$ cat config.mk
export PLATFORM = sky130hd
export DESIGN_NAME = lmr_top
export DESIGN_NICKNAME = d
export VERILOG_FILES = /design/src/pkg/lmr_pkg.sv /design/src/pkg/lmr_seq_if.sv /design/src/lmr_reset_seq.sv /design/src/lmr_top.sv
export SDC_FILE = /design/constraint.sdc
export NUM_CORES = 1
export LEC_CHECK = 0
export BUFFER_PORTS_ARGS = -buffer_cell sky130_fd_sc_hd__buf_2
export CAP_MARGIN = 20
export CORE_MARGIN = 2
export CORE_UTILIZATION = 52
export CTS_BUF_LIST = sky130_fd_sc_hd__clkbuf_8 sky130_fd_sc_hd__clkbuf_16
export CTS_CLUSTER_SIZE = 12
export DETAILED_ROUTE_END_ITERATION = 12
export PLACE_DENSITY = 0.76
export SKIP_CTS_REPAIR_TIMING = 1
export SLEW_MARGIN = 0
export SYNTH_ARGS = -nofsm -noshare
export SYNTH_HDL_FRONTEND = slang
export SYNTH_HIERARCHICAL = 1
export SYNTH_SLANG_ARGS = --single-unit
$ cat constraint.sdc
create_clock -name mclk_i -period 2 [get_ports mclk_i]
set_clock_uncertainty 0.15 [all_clocks]
set_input_delay 0.1 -clock mclk_i [delete_from_list [all_inputs] [get_ports mclk_i]]
set_output_delay 0.1 -clock mclk_i [all_outputs]
set_load 0.005 [all_outputs]
$ cat src/pkg/lmr_pkg.sv
`default_nettype none
package lmr_pkg;
	// =========================================================
	// Link geometry
	localparam int LANES     = 4;
	localparam int LANE_W    = $clog2(LANES);
	localparam int ADDR_W    = 10 + LANE_W;
	localparam int DATA_W    = 32;
	localparam int ADDR_MSB  = ADDR_W - 1;

	// =========================================================
	// Soft register space (word addresses, top address bit 0)
	localparam logic [ADDR_W-2:0] CTRL_ADDR   = 11'h000;
	localparam logic [ADDR_W-2:0] STATUS_ADDR = 11'h001;
	localparam int CTRL_PHY_RST_BIT  = 0;
	localparam int CTRL_LOOPBACK_BIT = 1;
	localparam logic [1:0] CTRL_RESET = 2'h0;
	localparam int ST_DONE_BIT    = 0;
	localparam int ST_LINK_BIT    = 1;
	localparam int ST_PLL_RST_BIT = 2;
	localparam int ST_PHY_RST_BIT = 3;
	localparam logic [DATA_W-1:0] RECFG_RESET = 32'h0000_0000;

	// =========================================================
	// Timing
	localparam int CLK_PERIOD_NS = 40;
	localparam int PLL_LOCK_NS   = 1000;
	localparam int PHY_RESET_NS  = 1000;
	localparam int CNT_W         = 8;
	localparam logic [CNT_W-1:0] PLL_CYC =
		CNT_W'((PLL_LOCK_NS + CLK_PERIOD_NS - 1) / CLK_PERIOD_NS);
	localparam logic [CNT_W-1:0] PHY_CYC =
		CNT_W'((PHY_RESET_NS + CLK_PERIOD_NS - 1) / CLK_PERIOD_NS);

	// =========================================================
	// Reset sequence states
	// Bit 0 holds the PLL in reset, bit 1 the PHY, so both reset
	// outputs are plain state flops with no decode glitch
	typedef enum logic [1:0] {
		SEQ_PLL  = 2'b11,
		SEQ_PHY  = 2'b10,
		SEQ_DONE = 2'b00
	} lmr_seq_t;
endpackage
`default_nettype wire

$ cat src/pkg/lmr_seq_if.sv
`timescale 1ns/1ps
`default_nettype none
interface lmr_seq_if;
	logic restart;
	logic std_mode;
	logic pll_reset;
	logic phy_reset;
	logic done;
	modport seq (input restart, input std_mode,
		output pll_reset, output phy_reset, output done);
	modport ctl (output restart, output std_mode,
		input pll_reset, input phy_reset, input done);
endinterface
`default_nettype wire

$ cat src/lmr_reset_seq.sv
`timescale 1ns/1ps
`default_nettype none
module lmr_reset_seq (
	// Clock and reset
	input  wire logic mclk_i,
	input  wire logic rstn_i,
	// Control
	lmr_seq_if.seq    sq
);
	// =========================================================
	// Sequencer
	lmr_pkg::lmr_seq_t         state_reg, state_next;
	logic [lmr_pkg::CNT_W-1:0] cnt_reg, cnt_next;

	always_comb begin
		state_next = state_reg;
		cnt_next   = cnt_reg;
		if (sq.restart) begin
			// PLL held only when the core makes the user clock
			state_next = sq.std_mode ? lmr_pkg::SEQ_PLL : lmr_pkg::SEQ_PHY;
			cnt_next   = sq.std_mode ? lmr_pkg::PLL_CYC : lmr_pkg::PHY_CYC;
		end else begin
			case (state_reg)
				lmr_pkg::SEQ_PLL: begin
					if (cnt_reg == 8'h01) begin
						state_next = lmr_pkg::SEQ_PHY;
						cnt_next   = lmr_pkg::PHY_CYC;
					end else begin
						cnt_next = cnt_reg - 8'h01;
					end
				end
				lmr_pkg::SEQ_PHY: begin
					if (cnt_reg == 8'h01) begin
						state_next = lmr_pkg::SEQ_DONE;
					end else begin
						cnt_next = cnt_reg - 8'h01;
					end
				end
				default: begin
					state_next = lmr_pkg::SEQ_DONE;
				end
			endcase
		end
	end

	// Stepped by the management clock
	always_ff @(posedge mclk_i or negedge rstn_i) begin
		if (!rstn_i) begin
			state_reg <= lmr_pkg::SEQ_PLL;
			cnt_reg   <= lmr_pkg::PLL_CYC;
		end else begin
			state_reg <= state_next;
			cnt_reg   <= cnt_next;
		end
	end

	assign sq.pll_reset = state_reg[0];
	assign sq.phy_reset = state_reg[1];
	assign sq.done      = (state_reg == lmr_pkg::SEQ_DONE);
endmodule
`default_nettype wire

$ cat src/lmr_top.sv
`timescale 1ns/1ps
`default_nettype none
// Behaviour
// - Global management reset resets link logic, PLL (standard mode) and PHY.
// - Global reset is sampled on the management clock, active high, level.
// - Management clock runs register port, reconfiguration and reset sequencer.
// - Management address is 10 plus log2 of lane count bits wide.
// - Top address bit 1 selects reconfiguration, 0 selects soft registers.
// - Write is write strobe high with a 32-bit data word.
// - Read is read strobe high; 32-bit result returned on read data.
// - Wait-request high means request not taken; host holds it pending.
// - Core reset is asynchronous, active high, resets link layer only.
// - User clock driven by core in standard mode, by user otherwise.
// - Standard mode: user reset high during core reset until sequence done.
// - Link-up rises on user clock only after initialization completes.
// - One serial transmit output and receive input per lane.
module lmr_top (
	// Clock and reset
	input  wire logic                       mclk_i,
	input  wire logic                       rstn_i,
	input  wire logic                       mgmt_reset_i,
	input  wire logic                       core_reset_i,
	input  wire logic                       std_clk_mode_i,
	// Management port
	input  wire logic [lmr_pkg::ADDR_W-1:0] mgmt_port_addr_i,
	input  wire logic [lmr_pkg::DATA_W-1:0] mgmt_port_write_word_i,
	input  wire logic                       mgmt_port_write_i,
	input  wire logic                       mgmt_port_read_i,
	input  wire logic                       reconfig_busy_i,
	output logic      [lmr_pkg::DATA_W-1:0] mgmt_port_read_word_o,
	output logic                            mgmt_port_waitreq_o,
	// User side
	input  wire logic                       user_clock_i,
	output logic                            user_clock_o,
	output logic                            user_clock_oe_n_o,
	input  wire logic                       user_reset_i,
	output logic                            user_reset_o,
	output logic                            user_reset_oe_n_o,
	output logic                            link_up_o,
	// Analog resets
	output logic                            pll_reset_o,
	output logic                            phy_reset_o,
	// Serial lanes
	input  wire logic [lmr_pkg::LANES-1:0]  rx_serial_i,
	output logic      [lmr_pkg::LANES-1:0]  tx_serial_o
);
	// Busy indication carries no meaning here and is not looked at
	lmr_seq_if sq ();

	// =========================================================
	// Global reset sampling
	logic mrst_reg, mrst_next;
	always_comb begin
		mrst_next = mgmt_reset_i;
	end
	always_ff @(posedge mclk_i or negedge rstn_i) begin
		if (!rstn_i) begin
			mrst_reg <= 1'b1;
		end else begin
			mrst_reg <= mrst_next;
		end
	end

	// =========================================================
	// Management port
	logic [lmr_pkg::DATA_W-1:0] rd_reg, rd_next;
	logic                       wait_reg, wait_next;
	logic [1:0]                 ctrl_reg, ctrl_next;
	logic [lmr_pkg::DATA_W-1:0] recfg_reg [lmr_pkg::LANES];
	logic [lmr_pkg::DATA_W-1:0] recfg_next [lmr_pkg::LANES];
	logic                       req, take, sel_recfg;
	logic [lmr_pkg::LANE_W-1:0] lane_idx;
	logic [lmr_pkg::ADDR_W-2:0] soft_addr;
	logic                       link_reg;

	function automatic logic [lmr_pkg::DATA_W-1:0] soft_read(
		input logic [lmr_pkg::ADDR_W-2:0] a,
		input logic [1:0]                 c,
		input logic                       dn,
		input logic                       lk,
		input logic                       pr,
		input logic                       hr
	);
		logic [lmr_pkg::DATA_W-1:0] v;
		v = 32'h0000_0000;
		if (a == lmr_pkg::CTRL_ADDR) begin
			v[1:0] = c;
		end else if (a == lmr_pkg::STATUS_ADDR) begin
			v[lmr_pkg::ST_DONE_BIT]    = dn;
			v[lmr_pkg::ST_LINK_BIT]    = lk;
			v[lmr_pkg::ST_PLL_RST_BIT] = pr;
			v[lmr_pkg::ST_PHY_RST_BIT] = hr;
		end
		return v;
	endfunction

	assign req       = mgmt_port_read_i | mgmt_port_write_i;
	assign take      = req & ~wait_reg;
	assign sel_recfg = mgmt_port_addr_i[lmr_pkg::ADDR_MSB];
	assign lane_idx  = mgmt_port_addr_i[lmr_pkg::LANE_W-1:0];
	assign soft_addr = mgmt_port_addr_i[lmr_pkg::ADDR_W-2:0];

	always_comb begin
		rd_next    = rd_reg;
		ctrl_next  = ctrl_reg;
		recfg_next = recfg_reg;
		// One wait cycle per access, then a single-cycle answer
		wait_next  = 1'b1;
		if (mrst_reg) begin
			ctrl_next = lmr_pkg::CTRL_RESET;
			rd_next   = 32'h0000_0000;
			for (int i = 0; i < lmr_pkg::LANES; i++) begin
				recfg_next[i] = lmr_pkg::RECFG_RESET;
			end
		end else if (req && wait_reg) begin
			wait_next = 1'b0;
			if (sel_recfg) begin
				rd_next = recfg_reg[lane_idx];
			end else begin
				rd_next = soft_read(soft_addr, ctrl_reg, sq.done, link_reg,
					sq.pll_reset, sq.phy_reset);
			end
		end else if (take && mgmt_port_write_i) begin
			if (sel_recfg) begin
				recfg_next[lane_idx] = mgmt_port_write_word_i;
			end else if (soft_addr == lmr_pkg::CTRL_ADDR) begin
				ctrl_next = mgmt_port_write_word_i[1:0];
			end
		end
	end

	always_ff @(posedge mclk_i or negedge rstn_i) begin
		if (!rstn_i) begin
			rd_reg   <= 32'h0000_0000;
			wait_reg <= 1'b1;
			ctrl_reg <= lmr_pkg::CTRL_RESET;
			for (int i = 0; i < lmr_pkg::LANES; i++) begin
				recfg_reg[i] <= lmr_pkg::RECFG_RESET;
			end
		end else begin
			rd_reg    <= rd_next;
			wait_reg  <= wait_next;
			ctrl_reg  <= ctrl_next;
			recfg_reg <= recfg_next;
		end
	end

	assign mgmt_port_read_word_o = rd_reg;
	assign mgmt_port_waitreq_o   = wait_reg;

	// =========================================================
	// Reset sequencer
	assign sq.restart  = mrst_reg | ctrl_reg[lmr_pkg::CTRL_PHY_RST_BIT];
	assign sq.std_mode = std_clk_mode_i;

	lmr_reset_seq u_seq (
		.mclk_i (mclk_i),
		.rstn_i (rstn_i),
		.sq     (sq)
	);

	assign pll_reset_o = sq.pll_reset;
	assign phy_reset_o = sq.phy_reset;

	// =========================================================
	// Link layer: async reset by core reset, leaves the PLL alone
	logic core_rstn;
	logic uclk_reg, uclk_next, uin_reg, uin_next, utick;
	logic urst_reg, urst_next, oen_reg, oen_next, link_next;
	logic [lmr_pkg::LANES-1:0] tx_reg, tx_next, seen_reg, seen_next, rx_lane;

	assign core_rstn = rstn_i & ~core_reset_i;
	// Core edge is one mclk edge after the divider toggles high
	assign utick = std_clk_mode_i ? (uclk_reg & ~uin_reg)
		: (user_clock_i & ~uin_reg);
	assign rx_lane = ctrl_reg[lmr_pkg::CTRL_LOOPBACK_BIT] ? tx_reg : rx_serial_i;

	always_comb begin
		uclk_next = ~uclk_reg;
		uin_next  = std_clk_mode_i ? uclk_reg : user_clock_i;
		oen_next  = ~std_clk_mode_i;
		urst_next = std_clk_mode_i ? ~sq.done : 1'b0;
		tx_next   = tx_reg;
		seen_next = seen_reg;
		link_next = link_reg;
		if (mrst_reg || !sq.done || (!std_clk_mode_i && user_reset_i)) begin
			// User reset in advanced mode flushes the source side
			tx_next   = '0;
			seen_next = '0;
			link_next = 1'b0;
		end else if (utick) begin
			tx_next   = ~tx_reg;
			seen_next = seen_reg | rx_lane;
			link_next = &seen_reg;
		end
	end

	always_ff @(posedge mclk_i or negedge core_rstn) begin
		if (!core_rstn) begin
			uclk_reg <= 1'b0;
			uin_reg  <= 1'b0;
			oen_reg  <= 1'b1;
			urst_reg <= 1'b1;
			tx_reg   <= '0;
			seen_reg <= '0;
			link_reg <= 1'b0;
		end else begin
			uclk_reg <= uclk_next;
			uin_reg  <= uin_next;
			oen_reg  <= oen_next;
			urst_reg <= urst_next;
			tx_reg   <= tx_next;
			seen_reg <= seen_next;
			link_reg <= link_next;
		end
	end

	assign user_clock_o      = uclk_reg;
	assign user_clock_oe_n_o = oen_reg;
	assign user_reset_o      = urst_reg;
	assign user_reset_oe_n_o = oen_reg;
	assign link_up_o         = link_reg;
	assign tx_serial_o       = tx_reg;
endmodule
`default_nettype wire

==> results.py <==
metrics = {
    "yosys": {
        "syn_area_per_cell_sq_um": 14.0,
        "synth_cell_types": 49,
        "yosysSeqAreaShare": 0.595,
        "synthArstFlopShare": 1.00,
        "ys.flop_type": "dfrtp_1",
        "yosysWarnings": 6,
        "synthCells": 564,
        "syn_area_sq_um": 7890,
        "syn_nets": 624,
        "ys_seq_elements": 187,
        "synth-edff-count": 0,
    },
    "routing": {
        "ant_nets": 0,
        "dr.pass1.iters": 7,
        "drc": 0,
        "routedWlPerCell_microns": 22.0,
        "wl_microns": 20200,
        "drt_iter0_markers": 450,
        "dr_total_vias": 5768,
        "routed_via_density": 6.28,
    },
    "place": {
        "gp_congestion": 0.805,
        "io_buffers": 100,
        "hpwl_microns": 12400,
    },
    "pwr": {
        "internal_power_mw": 5.73,
        "power_switching_mw": 1.80,
        "p_leak_nw": 4.71,
        "power_density_nw_per_um2": 766,
        "switching_share": 0.239,
        "power_frac_comb": 0.088,
        "clkPwrFrac": 0.397,
        "power_frac_seq": 0.515,
        "power_mw": 7.52,
        "vdd_drop_max_v": 0.000665,
    },
    "timing": {
        "fin_crit_ns": 1.96,
        "timing.hold.ws_ns": -0.00510,
        "rsz0062_at_grt": "true",
        "min_period_over_period": 0.980,
        "maxSlewViolCount": 0,
        "slew_headroom": 0.388,
        "worstMarginPinSlew_ns": 0.915,
        "setup_viol": 0,
        "max_clock_freq_mhz": 510,
        "finalHoldViolCount": 1,
    },
    "critical_path": {
        "startpoint_type": "flip-flop",
        "required_ns": 2.16,
        "worstPathMaxFanout": 3,
        "end_kind": "flip-flop",
        "worstPathArrival_ns": 2.12,
        "critical_path_class": "reg2reg",
    },
    "final_layout": {
        "fin_nets": 778,
        "layout_commonest_cell": "dfrtp_1",
        "utilization": 0.654,
        "mostFrequentLayoutCells": "dfrtp_1 (178), a22o_1 (150), buf_2 (99)",
        "drive_gt1_frac": 0.316,
        "area_delta_synth_final_pct": 24.6,
        "largest_reg_flops": 128,
        "n_fill_cell": 1061,
        "n_antenna_cell": 0,
    },
    "status": {
        "failed_checks": "negative hold slack",
        "status": "complete, but fails checks",
    },
    "global_route": {
        "grt_pass1_wl_microns": 31800,
        "grt_overflow": 0,
        "grt_pass1_vias": 5933,
        "grt_antenna_before_repair": 0,
        "grt_max_degree": 71,
        "grt_usage": 0.254,
    },
    "floorplan": {
        "die_h_microns": 127,
        "start_util": 0.525,
        "pin_count": 102,
        "die_area_sq_um": 16200,
        "num_rows": 45,
        "coreArea_sq_um": 15000,
        "die_w_microns": 127,
    },
    "clock_network": {
        "tritoncts": "built",
        "cts.clk_slew.worst_paths_ns": 0.06,
        "htree_levels": 4,
        "cts_buffers": 17,
        "insertion_delay_ns": 0.43,
        "cts_root_buffer": "clkbuf_16",
        "clk_path_buf_depth": 2,
        "cts_sinks": 187,
    },
    "job": {
        "maxCapViolCount": 0,
    },
    "worst_hold_path": {
        "hold_path.class": "in2reg",
    },
}
-- stage by stage --
step	hold WS (ns)	instances	instance area, sq um	TNS [ns]	worst slack (ns)
2_1_floorplan	-0.346	564	7890	0	0.0140
4_1_cts	-0.635	868	9270	-0.146	-0.0240
3_5_place_dp	-0.173	836	8750	-0.0239	-0.0101
5_1_grt	0.0172	919	9830	-0.0428	-0.0140
3_3_place_gp	-0.171	836	8750	0	0.0265
6_report	-0.00510	919	9830	0	0.0394
-- power groups by stage --
stage                     Clock (mW)  Combinational, mW  Sequential [mW]
final                           2.99              0.663             3.87
after global routing            3.20              0.720             3.87
after CTS                       3.04              0.566             3.87
after detailed placement           0              0.565             3.94
after global placement             0              0.546             3.94
after floorplan                    0              0.270             3.93
-- kinds of logic (layout without fill, tap and decap cells) --
logic type	after synthesis	after routing	synth area share
and+or+nand+nor	84	84	0.0601
muxes	42	42	0.105
DFF	187	187	0.595
buffers and inverters	52	219	0.0313
adders and majority gates	2	2	0.00317
AOI/OAI and AO/OA	192	192	0.200
xor gates and xnor gates	5	5	0.00555
-- per-layer routing --
layer,track usage,up-vias,part of all wire
met5,0,-,0
met1,0.364,2980,0.43
met2,0.386,293,0.49
met4,0.0989,0,0.014
li1,-,2473,-
met3,0.0561,22,0.069
-- worst max-delay path, cell delays in order (launching register included) --
cell	delay [ns]
dfrtp_1	0.40
or2_2	0.30
or4b_4	0.52
o2111ai_2	0.25
or4_1	0.16
a21oi_1	0.06
-- path summary, 6_finish.rpt --
kind | startpoint | to | slack (ns) | cells after the start
max reg2reg | ctrl_reg[0] | u_seq/cnt_reg[6] | 0.04 | 5
max | ctrl_reg[0] | u_seq/cnt_reg[6] | 0.04 | 5
max in group asynchronous | rstn_i | u_seq/cnt_reg[7] | 0.27 | 3
min reg2reg | user_clock_o | user_clock_o | 0.30 | 1
min | mgmt_port_addr_i[4] | mgmt_port_read_word_o[1] | -0.005 | 5
min in group asynchronous | rstn_i | u_seq/cnt_reg[4] | 0.10 | 2
-- final cells by class --
cell class / count / area [sq um] / area share
clock inverter: 13 / 66.3 / 0.00675
timing repair buffer: 182 / 1340 / 0.136
clock buffer: 19 / 453 / 0.0461
multi-input combinational: 325 / 3020 / 0.308
inverter: 5 / 18.8 / 0.00191
tap: 188 / 235 / 0.0239
sequential: 187 / 4690 / 0.477
-- synth_stat cells, types with 4 or more instances --
| cell type | n | area [sq um] |
|---|---|---|
| nor3_1 | 4 | 20.0 |
| nand2b_1 | 4 | 25.0 |
| clkbuf_1 | 22 | 82.6 |
| xnor2_1 | 4 | 35.0 |
| buf_2 | 20 | 100 |
| nor2_1 | 34 | 128 |
| mux4_2 | 32 | 721 |
| mux2i_1 | 5 | 50.1 |
| dfstp_2 | 9 | 236 |
| a21oi_1 | 17 | 85.1 |
| nand2_1 | 14 | 52.6 |
| inv_1 | 5 | 18.8 |
| mux2_2 | 5 | 56.3 |
| dfrtp_1 | 178 | 4450 |
| nor2b_1 | 5 | 31.3 |
| o21ai_0 | 9 | 45.0 |
| a22o_1 | 150 | 1310 |
| or3_1 | 5 | 31.3 |
Power figures use the tool's default switching activity.
